==> config.mk <==
export PLATFORM = sky130hd
export DESIGN_NAME = pmc_ctrl
export DESIGN_NICKNAME = d
export VERILOG_FILES = /design/src/logic/pmc_pkg.sv /design/src/logic/pmc_ctrl.sv
export VERILOG_INCLUDE_DIRS = /design/src /design/src/logic
export SDC_FILE = /design/constraint.sdc
export NUM_CORES = 1
export LEC_CHECK = 0
export ABC_AREA = 1
export BUFFER_PORTS_ARGS = -buffer_cell sky130_fd_sc_hd__buf_2
export CORE_ASPECT_RATIO = 0.9
export CORE_MARGIN = 3
export CORE_UTILIZATION = 25
export CTS_CLUSTER_DIAMETER = 80
export DETAILED_ROUTE_END_ITERATION = 16
export PLACE_DENSITY_LB_ADDON = 0.2
export SETUP_SLACK_MARGIN = 0.02
export SLEW_MARGIN = 0
export SYNTH_ARGS = -nofsm -noshare
export SYNTH_HDL_FRONTEND = slang
export SYNTH_SLANG_ARGS = --single-unit
export TNS_END_PERCENT = 10
==> constraint.sdc <==
create_clock -name clock -period 2.6 [get_ports clock]
set_clock_uncertainty 0.1 [all_clocks]
set_input_delay 0.26 -clock clock [delete_from_list [all_inputs] [get_ports clock]]
set_output_delay 0.26 -clock clock [all_outputs]
set_load 0.03 [all_outputs]
==> src/logic/pmc_cfg.svh <==
// Purpose: register map, field positions, reset values and figures of the
//          power mode and clock divider control
// Assumes: byte addresses on a plain 8-bit register port, 32-bit data
// Notes:   definitions only
`ifndef PMC_CFG_SVH
`define PMC_CFG_SVH
// ==========================================================================
// register offsets
`define PMC_OFS_VREG      8'h00
`define PMC_OFS_PLL       8'h04
`define PMC_OFS_DIV       8'h08
`define PMC_OFS_STATUS    8'h0C
// ==========================================================================
// regulator control fields
`define PMC_VR_FREQUENCY  1:0
`define PMC_VR_LEVEL      7:4
`define PMC_FREQUENCY_OFF 2'h0
`define PMC_FREQUENCY_RST 2'h3
`define PMC_LEVEL_RST     4'h7
`define PMC_MV_BASE       11'h352
`define PMC_MV_STEP       11'h032
// ==========================================================================
// pll control fields
`define PMC_PLL_BYPASS    0
`define PMC_PLL_OFF       1
`define PMC_PLL_SLEEP     3
`define PMC_PLL_DEEP      5
`define PMC_PLL_MULT      14:9
`define PMC_MULT_RST      6'h0A
`define PMC_MULT_ZERO     6'h00
// ==========================================================================
// divider fields
`define PMC_DIV_SYS       3:0
`define PMC_DIV_CORE      5:4
`define PMC_SYS_RST       4'h5
`define PMC_CORE_RST      2'h0
`define PMC_SYS_ZERO      4'h0
`define PMC_SYS_ONE       4'h1
`define PMC_CORE_ONE      4'h1
`endif

==> src/logic/pmc_pkg.sv <==
// Purpose: types shared by the power mode and clock divider control
// Assumes: nothing beyond the cfg header
// Notes:   operating modes and the carriers of the register port
package pmc_pkg;
  // ========================================================================
  // operating modes
  typedef enum logic [2:0] {
    PMC_FULL_ON,
    PMC_ACTIVE,
    PMC_SLEEP,
    PMC_DEEP_SLEEP,
    PMC_HIBERNATE
  } pmc_mode_e;

  // register port request
  typedef struct packed {
    logic [7:0]  addr;
    logic [31:0] wdata;
    logic        wr;
    logic        rd;
  } pmc_bus_s;

  // divided clocks and pll view
  typedef struct packed {
    logic       core_clock_tick;
    logic       sys_clock_tick;
    logic       pll_enabled;
    logic       pll_bypassed;
    logic [5:0] pll_multiplier;
  } pmc_clk_s;

  // supply and access view
  typedef struct packed {
    pmc_mode_e   mode;
    logic [10:0] core_voltage_mv;
    logic        internal_supply_on;
    logic        pins_hiz;
    logic        boot_start;
    logic        l1_dma_allow;
    logic        async_periph_allow;
  } pmc_pwr_s;
endpackage : pmc_pkg

==> src/logic/pmc_ctrl.sv <==
// Purpose: power mode sequencing and core / system clock division
// Assumes: clock is the pll output stand-in; wake and reset pins are async
// Notes:   divided clocks leave as one-cycle ticks at the divided rate, in active mode every cycle
//
// Added by the designer: strobed register access and the register addresses.
`timescale 1ns/1ns
`include "pmc_cfg.svh"
module pmc_ctrl
  import pmc_pkg::*;
(
  input  wire logic        clock,
  input  wire logic        rst,
  input  wire pmc_bus_s    bus,
  output logic [31:0]      rdata,
  input  wire logic        wake_pin,
  input  wire logic        reset_pin,
  output pmc_clk_s         clk_out,
  output pmc_pwr_s         pwr_out
);
  // ========================================================================
  // pin synchronisers
  logic wake_s1_reg, wake_s2_reg, rstp_s1_reg, rstp_s2_reg;

  // two flops per pin, only the second is read
  always_ff @(posedge clock) begin
    if (rst) begin
      wake_s1_reg <= 1'b0;
      wake_s2_reg <= 1'b0;
      rstp_s1_reg <= 1'b0;
      rstp_s2_reg <= 1'b0;
    end else begin
      wake_s1_reg <= wake_pin;
      wake_s2_reg <= wake_s1_reg;
      rstp_s1_reg <= reset_pin;
      rstp_s2_reg <= rstp_s1_reg;
    end
  end

  // ========================================================================
  // control registers and mode
  pmc_mode_e   mode_reg, mode_next;
  logic [1:0]  regulator_frequency_field_reg, regulator_frequency_field_next;
  logic [3:0]  level_reg, level_next;
  logic        bypass_reg, bypass_next;
  logic        pll_off_reg, pll_off_next;
  logic [5:0]  mult_reg, mult_next;
  logic [3:0]  sys_div_sel_reg, sys_div_sel_next;
  logic [1:0]  core_divider_select_reg, core_divider_select_next;
  logic        boot_reg, boot_next;
  logic [31:0] rdata_reg, rdata_next;
  logic        wr_ok, hib_req, sleep_cmd, deep_cmd;
  pmc_mode_e   resume_mode;

  // decode, register writes and mode sequencing
  always_comb begin
    regulator_frequency_field_next = regulator_frequency_field_reg;
    level_next  = level_reg;
    bypass_next = bypass_reg;
    pll_off_next = pll_off_reg;
    mult_next   = mult_reg;
    sys_div_sel_next = sys_div_sel_reg;
    core_divider_select_next = core_divider_select_reg;
    boot_next   = 1'b0;
    mode_next   = mode_reg;
    rdata_next  = 32'h0000_0000;
    // stopped clocks take no writes
    wr_ok = bus.wr && (mode_reg != PMC_DEEP_SLEEP) && (mode_reg != PMC_HIBERNATE);
    hib_req = wr_ok && (bus.addr == `PMC_OFS_VREG)
              && (bus.wdata[`PMC_VR_FREQUENCY] == `PMC_FREQUENCY_OFF);
    sleep_cmd = wr_ok && (bus.addr == `PMC_OFS_PLL) && bus.wdata[`PMC_PLL_SLEEP];
    deep_cmd  = wr_ok && (bus.addr == `PMC_OFS_PLL) && bus.wdata[`PMC_PLL_DEEP];
    resume_mode = bypass_reg ? PMC_ACTIVE : PMC_FULL_ON;
    if (wr_ok) begin
      case (bus.addr)
        `PMC_OFS_VREG: begin
          regulator_frequency_field_next = bus.wdata[`PMC_VR_FREQUENCY];
          level_next = bus.wdata[`PMC_VR_LEVEL];
        end
        `PMC_OFS_PLL: begin
          bypass_next  = bus.wdata[`PMC_PLL_BYPASS];
          pll_off_next = bus.wdata[`PMC_PLL_OFF];
          // zero is outside 1..63, keep old multiplier
          if (bus.wdata[`PMC_PLL_MULT] != `PMC_MULT_ZERO) begin
            mult_next = bus.wdata[`PMC_PLL_MULT];
          end
        end
        `PMC_OFS_DIV: begin
          sys_div_sel_next = bus.wdata[`PMC_DIV_SYS];
          core_divider_select_next = bus.wdata[`PMC_DIV_CORE];
        end
        default: begin
        end
      endcase
    end
    case (mode_reg)
      PMC_FULL_ON, PMC_ACTIVE: begin
        if (hib_req) begin
          mode_next = PMC_HIBERNATE;
        end else if (deep_cmd) begin
          mode_next = PMC_DEEP_SLEEP;
        end else if (sleep_cmd) begin
          mode_next = PMC_SLEEP;
        end else begin
          mode_next = bypass_next ? PMC_ACTIVE : PMC_FULL_ON;
        end
      end
      PMC_SLEEP: begin
        if (hib_req) begin
          mode_next = PMC_HIBERNATE;
        end else if (wake_s2_reg || rstp_s2_reg) begin
          mode_next = resume_mode;
        end
      end
      PMC_DEEP_SLEEP: begin
        if (rstp_s2_reg) begin
          mode_next = resume_mode;
        end
      end
      PMC_HIBERNATE: begin
        if (rstp_s2_reg) begin
          // state was lost with the supply: defaults, then boot
          regulator_frequency_field_next = `PMC_FREQUENCY_RST;
          level_next   = `PMC_LEVEL_RST;
          bypass_next  = 1'b0;
          pll_off_next = 1'b0;
          mult_next    = `PMC_MULT_RST;
          sys_div_sel_next = `PMC_SYS_RST;
          core_divider_select_next = `PMC_CORE_RST;
          boot_next    = 1'b1;
          mode_next    = PMC_FULL_ON;
        end
      end
      default: mode_next = PMC_FULL_ON;
    endcase
    // read data stands one cycle after the strobe
    if (bus.rd) begin
      case (bus.addr)
        `PMC_OFS_VREG:   rdata_next = {24'h00_0000, level_reg, 2'h0,
                                       regulator_frequency_field_reg};
        `PMC_OFS_PLL:    rdata_next = {17'h0_0000, mult_reg, 7'h00, pll_off_reg, bypass_reg};
        `PMC_OFS_DIV:    rdata_next = {26'h000_0000, core_divider_select_reg,
                                       sys_div_sel_reg};
        `PMC_OFS_STATUS: rdata_next = {29'h0000_0000, mode_reg};
        default:         rdata_next = 32'h0000_0000;
      endcase
    end
  end

  // control register stage
  always_ff @(posedge clock) begin
    if (rst) begin
      mode_reg    <= PMC_FULL_ON;
      regulator_frequency_field_reg <= `PMC_FREQUENCY_RST;
      level_reg   <= `PMC_LEVEL_RST;
      bypass_reg  <= 1'b0;
      pll_off_reg <= 1'b0;
      mult_reg    <= `PMC_MULT_RST;
      sys_div_sel_reg <= `PMC_SYS_RST;
      core_divider_select_reg <= `PMC_CORE_RST;
      boot_reg    <= 1'b0;
      rdata_reg   <= 32'h0000_0000;
    end else begin
      mode_reg    <= mode_next;
      regulator_frequency_field_reg <= regulator_frequency_field_next;
      level_reg   <= level_next;
      bypass_reg  <= bypass_next;
      pll_off_reg <= pll_off_next;
      mult_reg    <= mult_next;
      sys_div_sel_reg <= sys_div_sel_next;
      core_divider_select_reg <= core_divider_select_next;
      boot_reg    <= boot_next;
      rdata_reg   <= rdata_next;
    end
  end

  // ========================================================================
  // core and system dividers
  logic [2:0] ccnt_reg, ccnt_next;
  logic [3:0] scnt_reg, scnt_next;
  logic       ctick_reg, ctick_next, stick_reg, stick_next;
  logic       core_run, sys_run, bypassed;
  logic [3:0] sys_div_eff, cper;

  // a new divisor loads only when the count wraps
  always_comb begin
    bypassed = (mode_reg == PMC_ACTIVE);
    core_run = (mode_reg == PMC_FULL_ON) || bypassed;
    sys_run  = core_run || (mode_reg == PMC_SLEEP);
    sys_div_eff = (sys_div_sel_reg == `PMC_SYS_ZERO) ? `PMC_SYS_ONE
                                                      : sys_div_sel_reg;
    cper = `PMC_CORE_ONE << core_divider_select_reg;
    // bypass ticks every cycle at once, even with a count still pending
    ctick_next = core_run && ((ccnt_reg == 3'h0) || bypassed);
    stick_next = sys_run && ((scnt_reg == 4'h0) || bypassed);
    if (!core_run || bypassed) begin
      ccnt_next = 3'h0;
    end else if (ccnt_reg == 3'h0) begin
      ccnt_next = 3'(cper - `PMC_CORE_ONE);
    end else begin
      ccnt_next = ccnt_reg - 3'h1;
    end
    if (!sys_run || bypassed) begin
      scnt_next = 4'h0;
    end else if (scnt_reg == 4'h0) begin
      scnt_next = sys_div_eff - `PMC_SYS_ONE;
    end else begin
      scnt_next = scnt_reg - 4'h1;
    end
  end

  // divider stage
  always_ff @(posedge clock) begin
    if (rst) begin
      ccnt_reg  <= 3'h0;
      scnt_reg  <= 4'h0;
      ctick_reg <= 1'b0;
      stick_reg <= 1'b0;
    end else begin
      ccnt_reg  <= ccnt_next;
      scnt_reg  <= scnt_next;
      ctick_reg <= ctick_next;
      stick_reg <= stick_next;
    end
  end

  // ========================================================================
  // outputs
  assign rdata = rdata_reg;
  assign clk_out.core_clock_tick = ctick_reg;
  assign clk_out.sys_clock_tick  = stick_reg;
  assign clk_out.pll_enabled     = !pll_off_reg && (mode_reg != PMC_DEEP_SLEEP)
                                   && (mode_reg != PMC_HIBERNATE);
  assign clk_out.pll_bypassed    = bypassed;
  assign clk_out.pll_multiplier  = mult_reg;
  assign pwr_out.mode            = mode_reg;
  assign pwr_out.core_voltage_mv = `PMC_MV_BASE + 11'(level_reg) * `PMC_MV_STEP;
  assign pwr_out.internal_supply_on = (mode_reg != PMC_HIBERNATE);
  assign pwr_out.pins_hiz        = (mode_reg == PMC_HIBERNATE);
  assign pwr_out.boot_start      = boot_reg;
  assign pwr_out.l1_dma_allow    = (mode_reg == PMC_FULL_ON) || bypassed;
  assign pwr_out.async_periph_allow = (mode_reg != PMC_DEEP_SLEEP)
                                      && (mode_reg != PMC_HIBERNATE);
endmodule : pmc_ctrl

* Word level (Yosys, flattened, before mapping)
Cells that the tools add are included. Widths: inputs -> output; s select.
Storage, ports and cells: bits in registers 69, latch bits 0, memory bits (writable) 0, memory bits (read-only) 0, output and inout bits 61, logic and storage cells 118, memories kept 0
Operators by class: add/subtract/negate cells 5, $mul 1, divide/modulo/power cells 0, magnitude comparators 0, equal/unequal tests 12, shift operators 1, multiplexer cells 44, bitwise gates (word level) 2, reduce and logical (&&, ||, !) cells 35
Operator list (count):
- $pmux 15 s4 | 1
- $mux 4 | 10
- $mux 6 | 5
- $mux 2 | 10
- $mux 3 | 6
- $eq 8x4->1 const B | 2
- $logic_and 1x1->1 | 12
- $pmux 3 s4 | 1
- $add 10x10->11 const A | 1
- $mux 1 | 11
- $reduce_or 2->1 | 5
- $mul 4x5->9 const B | 1
- $eq 8x3->1 const B | 1
- $logic_not 4->1 | 2
- $logic_not 8->1 | 1
- $sub 4x1->4 const B | 2
- $logic_or 1x1->1 | 7
- $eq 3x2->1 const B | 2
- $logic_not 3->1 | 2
- $ne 3x3->1 const B | 2
- $reduce_bool 6->1 | 1
- $sub 3x1->3 const B | 2
- $eq 3x1->1 const B | 1
- $eq 3x3->1 const B | 1
- other kinds (8) | 11

* Depth between registers and ports, before layout
Gate-level depths: netlist of the first run.
depth in word-level cells 9, mapped depth 12, mapped depth without buffers 12

* Least setup slack after synthesis of the first run
Ideal clock, no wire load.
path type reg2out, start point reg level_reg[0], end point out pwr_out[13] (netlist name), data arrival time 2.348 ns, slack -0.108 ns, cell stages (with the launch flop) 7, path through dfxtp_1 > ha_1 > ha_1 > fa_1 > xor2_1 > nand2_1 > xnor2_1
RTL lines:
- start, declared | line pmc_ctrl.sv:43 | logic [3:0] level_reg, level_next;
- start signal, assigned | line pmc_ctrl.sv:154 | level_reg <= `PMC_LEVEL_RST;
- start signal, assigned | line pmc_ctrl.sv:165 | level_reg <= level_next;
- end, declared | line pmc_ctrl.sv:18 | output pmc_pwr_s pwr_out

==> run summary, run 1 <==
Status: finished clean
Antenna cells: 0
First-pass GRT wire length: 10800 microns
Post-CTS Setup Inserts: 0
Seq pwr share: 42.6%
Worst Path Max Fanout: 6
Setup tns final: 0 ns
Switching part of the total power: 27.9%
Clk buf depth: 2
Largest net degree at the start of global routing: 17
Max incr delay on CP: 0.41 ns
Max VDD drop: 0.000375 V
Initial antenna violation count: 0
# setup viols final: 0
Fin Hold WS: 0.0721 ns
Setup crit start kind: flip-flop
Max Slew Vio Count: 0
TritonCTS Buffers: 5
Fillcell total: 1131
Top cell type by total area after synthesis: dfxtp_1
Final ANT Viol Nets: 0
Most used cell, CP: ha_4
Max Fclk: 0.391 GHz
CTS Hold Bufs: 0
Crit path capture type: output port
Die width: 115 microns
Yosys Warn Count: 0
Post-synth top area share: 38.1%
Critical path cell sequence: ha_4, ha_4, fa_2, a31o_2, xor2_2, nand3b_1, buf_4
Drt first pass iters: 4
Hold Path Class: in -> reg
Starting DRT DRC Count: 106
Sequential share of the synthesized area: 38.1%
Via count: 2272
Port Buffers: 69
Die area: 12000 sq um
Ports: 107
Critical path class: reg -> out
Final Cycle Share: 98.3%
Synthesized instance count: 348
Count of final hold-check violations: 0
Final Wtd Congestion: 0.788
DRC Markers: 0
Yosys reg bits: 51
CTS Sinks: 51
Htree depth: 2
Crit path time final: 2.55 ns
Required @ worst endpoint: 2.24 ns
Logic gate share of total power: 18.0%
P&R area growth vs syn: 25.0%
Fraction of layout cells with a size suffix above 1: 29.6%
CTS tree: done
Power per cell area: 595 nW/um^2
Post-synthesis average cell area: 7.71 sq um
Die height: 104 microns
Overall routing resource usage: 11.1%
Post-DP HPWL: 5220 microns
Clock power frac: 39.4%
Initial core utilization: 26.0%
Vias per cell: 4.15
Max FFs per register: 14
Core area: 10300 sq um
Crit path DAT: 2.19 ns
Grt ovf: 0
RSZ-0062 raised after global routing: yes
Synth cell types: 36
Synth area leaders: dfxtp_1 (38%), inv_1 (7.3%), buf_4 (7.0%), nand2_1 (7.0%), ha_1 (5.1%)
Int Power: 0.00144 W
Worst path slowest cell: fa_2
Clk pin slew, worst setup/hold paths: 0.07 ns
Post-Syn Area: 2680 sq um
Maxcap violations: 0
Wire length per cell: 11.8 microns
Layout Nets: 476
Site Rows: 35
CTS root buffer: clkbuf_16
NetSw: 0.000557 W
P_leak: 1.58 nW
Power consumption: 0.00200 W
Vias in the first global route: 2233
Clock Latency Late Sink: 0.29 ns
Aggregate routed wire length: 6470 microns
## cells in the final DEF (no fill, tap or decap), drive strengths merged
cell	count
nand3b	1
nor2	42
or2	4
a211oi	2
xnor2	2
a21oi	21
buf	72
xor2	6
bufinv	1
dfxtp	51
nand3	14
nand2	55
fa	1
conb	19
o21ai	24
ha	11
nor3	11
and3	1
o211ai	4
a31o	2
inv	58
o22ai	1
nand4	6
clkbuf	6
a31oi	4
## area by class of cell
class                           instances  area (sq um)  share of cell area, %
Sequential cell                        51          1030                   30.7
Clock buffer                            6           139                   4.14
Clock inverter                          2          38.8                   1.16
Tap cell                              129           161                   4.81
Multi-Input combinational cell        231          1390                   41.5
Inverter                               57           214                   6.38
Timing Repair Buffer                   72           379                   11.3
## Yosys cell counts, drive strengths merged
cell and count:
a31oi 4, fa 1, a21oi 21, nor3 11
xnor2 2, or2 4, dfxtp 51, nand3b 1
nand2 55, nor2 42, clkbuf 1, conb 1
and3 1, o21ai 24, a211oi 2, o22ai 1
o211ai 4, a31o 2, nand4 6, nand3 14
xor2 6, buf 26, ha 11, inv 57
## power groups by stage
stage / clock, W / combinational [W] / sequential (W)
finish: 0.000787 / 0.000359 / 0.000850
global route: 0.000839 / 0.000418 / 0.000859
CTS: 0.000807 / 0.000364 / 0.000852
detailed placement: 0 / 0.000362 / 0.000871
global placement: 0 / 0.000358 / 0.000870
floorplan: 0 / 0.000317 / 0.000867
## critical path: cells and delay by family, from the launching register on
kind / cells / cell delay (ns)
adders and majority gates: 3 / 0.82
DFF: 1 / 0.37
AOI/OAI and AO/OA: 1 / 0.24
buffers and inverters: 1 / 0.17
and+or+nand+nor: 1 / 0.16
xor gates and xnor gates: 1 / 0.15
## final timing paths
check / startpoint / to / slack (ns) / cells past startpoint
setup / recovery: level_reg[0] / pwr_out[15] / 0.05 / 7
hold / removal: reset_pin / rstp_s1_reg / 0.07 / 3
setup reg to reg: mode_reg[2] / sys_div_sel_reg[1] / 0.88 / 7
hold reg to reg: rstp_s1_reg / rstp_s2_reg / 0.30 / 2
## timing repair
action	in CTS	in global routing
pin swaps	1	2
resized for setup	14	6
setup endpoints to repair	4	3
## routing by layer
| layer | GRT usage [%] | share of wire [%] |
|---|---|---|
| met2 | 18.0 | 46 |
| met1 | 14.9 | 48 |
| met4 | 2.77 | 0.85 |
| met5 | 0 | 0 |
| met3 | 2.62 | 5.1 |
## cells by family after synthesis
group / share of synthesized area (%)
other: 0.140
adder cells (fa/ha/maj): 5.88
flip-flops: 38.1
buffers and inverters: 15.5
AO/OA/AOI/OAI: 13.2
AND/OR/NAND/NOR: 24.6
XOR/XNOR: 2.61
## through the flow
stage,cells,setup WS (ns),instance area [sq um],utilization (%)
floorplan,366,-0.104,2760,-
global placement,540,0.160,3080,29.8
detailed placement,540,0.126,3080,29.8
CTS,548,0.0289,3330,32.2
global route,548,-0.0335,3350,32.4
finish,548,0.0453,3350,32.4
No activity file was read; power rests on OpenSTA's default activity.
==> run 2: changes to the inputs <==
--- a/config.mk
+++ b/config.mk
@@ -13,6 +13,7 @@
 export CORE_UTILIZATION = 25
 export CTS_CLUSTER_DIAMETER = 80
 export DETAILED_ROUTE_END_ITERATION = 16
+export HOLD_SLACK_MARGIN = 0.1
 export PLACE_DENSITY_LB_ADDON = 0.2
 export SETUP_SLACK_MARGIN = 0.02
 export SLEW_MARGIN = 0
==> constraint.sdc (replaced) <==
create_clock -name clock -period 2.6 [get_ports clock]
set_clock_uncertainty 0.1 [all_clocks]
set_input_delay 0.26 -clock clock [delete_from_list [all_inputs] [get_ports clock]]
set_output_delay 0.26 -clock clock [all_outputs]
set_load 0.02 [all_outputs]
==> run 2 against run 1 <==
Against the previous run:
- worst hold slack improved by 0.048 ns
- non-clock buffer count increased by 4
- critical path type unchanged
- largest power group unchanged
- first-iteration DRC count decreased by 18%
- critical endpoint unchanged
- core utilization increased by 0.11 points
==> run summary, run 2 (same netlist as run 1, synthesis figures left out) <==
Status: finished clean
Fraction of layout cells with a size suffix above 1: 29.4% (-0.21 points)
Layout Nets: 480 (+0.84%)
DRC Markers: 0 (unchanged)
Worst Path Max Fanout: 3 (-3)
TritonCTS Buffers: 5 (unchanged)
Hold Path Class: in -> reg
Die height: 104 microns (unchanged)
Largest net degree at the start of global routing: 17 (unchanged)
Most frequent cells in the layout: buf_2 (67), inv_1 (51), nand2_1 (48), dfxtp_1 (47), nor2_1 (36)
CTS root buffer: clkbuf_16
Final ANT Viol Nets: 0 (unchanged)
Final core occ: 32.6% (+0.11 points)
Initial core utilization: 26.0% (unchanged)
Commonest non-fill, non-tap cell in the layout: buf_2
Power per cell area: 569 nW/um^2 (-4.4%)
Post-DP HPWL: 5210 microns (about the same)
Clk pin slew, worst setup/hold paths: 0.06 ns (about the same)
Via count: 2269 (-0.13%)
Final non-filler cell area: 3360 sq um (+0.34%)
Vias per cell: 4.12 (-0.68%)
CTS tree: done
Fin Hold WS: 0.120 ns (+0.0483 ns)
Worst path slowest cell: dfxtp_2
Die area: 12000 sq um (unchanged)
Max FFs per register: 14 (unchanged)
Count of final hold-check violations: 0 (unchanged)
Initial antenna violation count: 0 (unchanged)
RSZ-0062 raised after global routing: yes
Max VDD drop: 0.000231 V (-38%)
Area after DPL: 3070 sq um (-0.49%)
Port Buffers: 69 (unchanged)
Max incr delay on CP: 0.33 ns (-0.08 ns)
Buf/Inv on CP: 3 (+2)
Vias in the first global route: 2190 (-1.9%)
Final Cycle Share: 95.5% (-2.8 points)
Ports: 107 (unchanged)
Required @ worst endpoint: 2.24 ns (about the same)
GR Util met1: 14.9% (+0.041 points)
Crit path time final: 2.48 ns (-0.0720 ns)
First-pass GRT wire length: 10800 microns (-0.51%)
GRT Max-Usage Layer: met2
Wire length per cell: 11.9 microns (+0.56%)
Maxcap violations: 0 (unchanged)
P&R area growth vs syn: 25.4%
GR met3 Demand/Resource: 2.73% (+0.12 points)
Aggregate routed wire length: 6540 microns (+1.1%)
Site Rows: 35 (unchanged)
Grt ovf: 0 (unchanged)
Global routing usage on met2: 18.0% (unchanged)
Crit path DAT: 2.12 ns (-0.07 ns)
Critical path class: reg -> out
Core area: 10300 sq um (unchanged)
Final Wtd Congestion: 0.771 (-2.2%)
Setup tns final: 0 ns (unchanged)
Drt first pass iters: 4 (unchanged)
Die width: 115 microns (unchanged)
Crit path capture type: output port
P_leak: 1.57 nW (-0.15%)
Starting DRT DRC Count: 87 (-18%)
Power consumption: 0.00191 W (-4.1%)
Clock Latency Late Sink: 0.28 ns (about the same)
Antenna cells: 0 (unchanged)
Max Fclk: 0.403 GHz (+2.9%)
Max Slew Vio Count: 0 (unchanged)
CTS Sinks: 51 (unchanged)
# setup viols final: 0 (unchanged)
Clk buf depth: 2 (unchanged)
Htree depth: 2 (unchanged)
Overall routing resource usage: 11.2% (+0.11 points)
Setup crit start kind: flip-flop
Critical path cell sequence: inv_1, ha_1, inv_1, ha_1, ha_4, a31o_2, xor2_2, nand3b_1, buf_2
Crit-path leading delay family: adder cells
Fillcell total: 1129 (-0.18%)
[run 2: repair_timing]
item,4_1_cts,5_1_grt
pin swaps,1,3
hold buffers,3,0
setup buffers,1,1
hold endpoints to repair,3,0
endpoints found under the setup margin,4,3
gates resized for setup,11,10
[run 2: layout make-up]
class / count / area, sq um / share of cell area (%)
clock inverters: 1 / 30.0 / 0.893
inverters: 57 / 214 / 6.36
well taps: 129 / 161 / 4.80
repair buffers: 76 / 414 / 12.3
flip-flops and latches: 51 / 1030 / 30.6
clock buffers: 6 / 129 / 3.83
multi-input cells: 231 / 1390 / 41.2
[run 2: worst reg2reg max path, cell delays in order, from the launching register on]
cell and delay [ns]:
dfxtp_1 0.41, inv_1 0.09, nand3_2 0.11, nand2_2 0.10
nor2_8 0.19, nand2_1 0.28, o21ai_0 0.25, a21oi_1 0.06
[run 2: where the power goes]
group / total, W / switching (W) / leakage (nW) / internal [W]
clock: 0.000723 / 0.000274 / 0.0769 / 0.000449
combinational: 0.000339 / 0.000214 / 1.08 / 0.000126
sequential: 0.000851 / 0.0000186 / 0.414 / 0.000832
[run 2: per-stage QoR]
stage	cells	worst slack, ns
6_report	551	0.117
5_1_grt	551	0.0155
4_1_cts	550	0.0265
3_5_place_dp	539	0.148
3_3_place_gp	539	0.213
2_1_floorplan	366	0.0974
[run 2: metal layers]
metal	vias up	part of all wire (%)	routed length, microns
li1	1213	-	-
met1	999	46	3010
met2	53	47	3060
met3	4	6.1	397
met4	0	1.1	70
met5	-	0	0
[run 2: final timing paths]
kind	start	end	slack (ns)	depth (start not counted)
setup reg to reg	mode_reg[2]	sys_div_sel_reg[3]	0.89	7
setup / recovery	level_reg[2]	pwr_out[15]	0.12	9
hold reg to reg	wake_s1_reg	wake_s2_reg	0.30	2
hold / removal	bus[9]	level_reg[3]	0.12	3
==> run 3: changes to the inputs <==
--- a/config.mk
+++ b/config.mk
@@ -6,15 +6,15 @@
 export SDC_FILE = /design/constraint.sdc
 export NUM_CORES = 1
 export LEC_CHECK = 0
-export ABC_AREA = 1
 export BUFFER_PORTS_ARGS = -buffer_cell sky130_fd_sc_hd__buf_2
 export CORE_ASPECT_RATIO = 0.9
 export CORE_MARGIN = 3
 export CORE_UTILIZATION = 25
-export CTS_CLUSTER_DIAMETER = 80
+export CTS_CLUSTER_DIAMETER = 60
 export DETAILED_ROUTE_END_ITERATION = 16
 export HOLD_SLACK_MARGIN = 0.1
 export PLACE_DENSITY_LB_ADDON = 0.2
+export REMOVE_ABC_BUFFERS = 1
 export SETUP_SLACK_MARGIN = 0.02
 export SLEW_MARGIN = 0
 export SYNTH_ARGS = -nofsm -noshare
==> run 3 against run 2 <==
Against the previous run:
- the run now ends with setup timing left
- via count fell by 9.5%
- final cell count fell by 13%
- worst hold slack improved by 0.014 ns
- synthesized cell count fell by 23%
- global-route usage fell by 0.28 points
- critical path depth fell by 1
- critical endpoint unchanged
- largest cell class unchanged
==> run summary, run 3 <==
Crit path time final: 2.70 ns (+0.219 ns)
Post-synth top area share: 40.8% (+2.8 points)
Ports: 107 (unchanged)
Vias in the first global route: 1977 (-9.7%)
Die height: 101 microns (-3.2%)
Drt first pass iters: 5 (+1)
Max Fclk: 0.370 GHz (-8.1%)
Worst R2R Path Depth: 5 (-2)
Post-synth ARST share: 0% (unchanged)
EDFF count, synth: 0 (unchanged)
Max VDD drop: 0.000308 V (+33%)
Count of final hold-check violations: 0 (unchanged)
Commonest non-fill, non-tap cell in the layout: buf_2
Violated checks: setup timing
Htree depth: 2 (unchanged)
Die width: 111 microns (-3.3%)
Crit path to: pwr_out[15]
Crit path capture type: output port
Required @ worst endpoint: 2.24 ns (about the same)
Synth area leaders: dfxtp_1 (41%), buf_4 (7.5%), mux2i_1 (7.2%), ha_1 (5.5%), nor2_1 (3.9%)
Clk pin slew, worst setup/hold paths: 0.10 ns (+0.04 ns)
Sequential share of the synthesized area: 40.8% (+2.8 points)
Reg-to-Reg Start: mode_reg[2]
Fraction of layout cells with a size suffix above 1: 33.1% (+3.8 points)
CTS root buffer: clkbuf_8
Post-Syn Area: 2500 sq um (-6.8%)
Clock Latency Late Sink: 0.31 ns (+0.03 ns)
RSZ-0062 raised after global routing: yes
Power per cell area: 548 nW/um^2 (-3.6%)
Most frequent cell after synthesis: dfxtp_1
Post-synthesis average cell area: 9.37 sq um (+22%)
P_leak: 1.52 nW (-3.5%)
Maxcap violations: 0 (unchanged)
Largest net degree at the start of global routing: 17 (unchanged)
Most frequent cells in the layout: buf_2 (66), dfxtp_1 (47), nor2_1 (25), conb_1 (19)
CTS Sinks: 51 (unchanged)
Overall routing resource usage: 10.9% (-0.28 points)
P&R area growth vs syn: 34.8%
Worst-Margin Slew: 0.795 ns
Seq pwr share: 46.4% (+1.9 points)
CTS tree: done
# setup viols final: 3 (+3)
Register Area: 1030 sq um (+0.24%)
Final ANT Viol Nets: 0 (unchanged)
Vias per cell: 4.29 (+4.3%)
Commonest cells post-synth: dfxtp_1 (51), nor2_1 (26), buf_4 (25)
Final Wtd Congestion: 0.734 (-4.8%)
Synthesized instance count: 267 (-23%)
Slew headroom: 46.5%
Initial antenna violation count: 0 (unchanged)
NetSw: 0.000499 W (-1.3%)
Final core occ: 35.8% (+3.3 points)
Antenna cells: 0 (unchanged)
Critical path class: reg -> out
Multi-input combinational cell area: 1410 sq um (+1.8%)
Die area: 11200 sq um (-6.4%)
First-pass GRT wire length: 9920 microns (-7.8%)
Layout Nets: 413 (-14%)
Status: complete, but fails checks
Post-DP HPWL: 4710 microns (-9.7%)
Setup crit start kind: flip-flop
Top cell type by total area after synthesis: dfxtp_1
TritonCTS Buffers: 5 (unchanged)
Logic gate share of total power: 17.7% (about the same)
Site Rows: 33 (-5.7%)
Clk buf depth: 2 (unchanged)
Aggregate routed wire length: 6300 microns (-3.6%)
Via count: 2053 (-9.5%)
Crit. Startpoint: level_reg[0]
Primary FF master, synth: dfxtp_1
Yosys Warn Count: 0 (unchanged)
Fillcell total: 986 (-13%)
DRC Markers: 0 (unchanged)
Clock power frac: 35.9% (-1.9 points)
Worst Path Max Fanout: 3 (unchanged)
Wire length per cell: 13.2 microns (+11%)
Max Slew Vio Count: 0 (unchanged)
Port Buffers: 69 (unchanged)
Int Power: 0.00135 W (-4.2%)
Final WS setup: -0.101 ns (-0.219 ns)
Core area: 9410 sq um (-8.9%)
Max FFs per register: 14 (unchanged)
Starting DRT DRC Count: 43 (-51%)
Reg2Reg Setup Slack: 0.36 ns (-0.53 ns)
Switching part of the total power: 27.0% (+0.57 points)
Hold Path Class: in -> reg
Synth cell types: 45 (+25%)
Worst r2r dst: mode_reg[0]
Dpl ws: -0.0110 ns (-0.159 ns)
Crit path DAT: 2.34 ns (+0.22 ns)
Final Cycle Share: 104% (+8.4 points)
Grt ovf: 0 (unchanged)
Yosys reg bits: 51 (unchanged)
Initial core utilization: 26.6% (+0.61 points)
[run 3: worst min path at each step]
| stage | endpoint | from | cells past startpoint |
|---|---|---|---|
| 4_1_cts | sys_div_sel_reg[3] | bus[5] | 3 |
| 5_1_grt | sys_div_sel_reg[3] | bus[5] | 3 |
| 3_3_place_gp | rstp_s2_reg | rstp_s1_reg | 1 |
| 6_report | sys_div_sel_reg[3] | bus[5] | 3 |
| 3_5_place_dp | rstp_s2_reg | rstp_s1_reg | 1 |
| 2_1_floorplan | mode_reg[1] | rst | 1 |
[run 3: power by group through the flow]
stage               logic [W]  clock network [W]  registers, W
detailed placement   0.000314                  0      0.000877
global placement     0.000308                  0      0.000878
finish               0.000327           0.000664      0.000857
floorplan            0.000213                  0      0.000888
global route         0.000380           0.000712      0.000866
CTS                  0.000330           0.000678      0.000860
[run 3: cell type report]
| type | count | share of cell area (%) |
|---|---|---|
| Clock buffer | 5 | 2.04 |
| Sequential cell | 51 | 30.7 |
| Inverter | 12 | 1.34 |
| Timing Repair Buffer | 96 | 17.6 |
| Multi-Input combinational cell | 189 | 41.8 |
| Clock inverter | 3 | 2.00 |
| Tap cell | 122 | 4.53 |
[run 3: timing repair]
action                                  CTS  global route
resized for setup                        19            14
endpoints found under the setup margin    4             4
pin swaps                                 5             6
setup buffers                             1             1
hold buffers                             12             0
endpoints found under the hold margin    12             0
[run 3: layer usage]
| metal | vias up | global-route usage, % | part of all wire [%] |
|---|---|---|---|
| li1 | 1051 | - | - |
| met1 | 945 | 14.7 | 46 |
| met2 | 49 | 17.6 | 48 |
| met3 | 8 | 2.70 | 5.0 |
| met4 | 0 | 3.09 | 1.3 |
| met5 | - | 0 | 0 |
[run 3: cell families after synthesis]
family	count (synthesis)	share of synthesized area [%]
flops	51	40.8
xor+xnor	12	4.20
mux	20	9.00
compound gates	34	9.96
other cells	1	0.150
fa+ha+maj	12	6.30
buf+inv	45	10.5
simple gates	92	19.1
[run 3: through the flow]
| stage | setup TNS (ns) | total power (W) | instances | cell area (sq um) | hold slack, ns |
|---|---|---|---|---|---|
| floorplan | 0 | 0.00110 | 252 | 2350 | 0.229 |
| global placement | 0 | 0.00119 | 456 | 2950 | 0.321 |
| detailed placement | -0.0110 | 0.00119 | 456 | 2950 | 0.320 |
| CTS | -0.334 | 0.00187 | 477 | 3300 | 0.121 |
| global route | -0.464 | 0.00196 | 478 | 3370 | 0.141 |
| finish | -0.158 | 0.00185 | 478 | 3370 | 0.135 |
[run 3: worst max-delay path: stages, from the launching register on]
cell and delay, ns:
dfxtp_4 0.37, buf_6 0.12, ha_4 0.15, ha_4 0.16
fa_2 0.41, xor2_2 0.18, o21a_1 0.13, or3b_4 0.37
buf_6 0.14
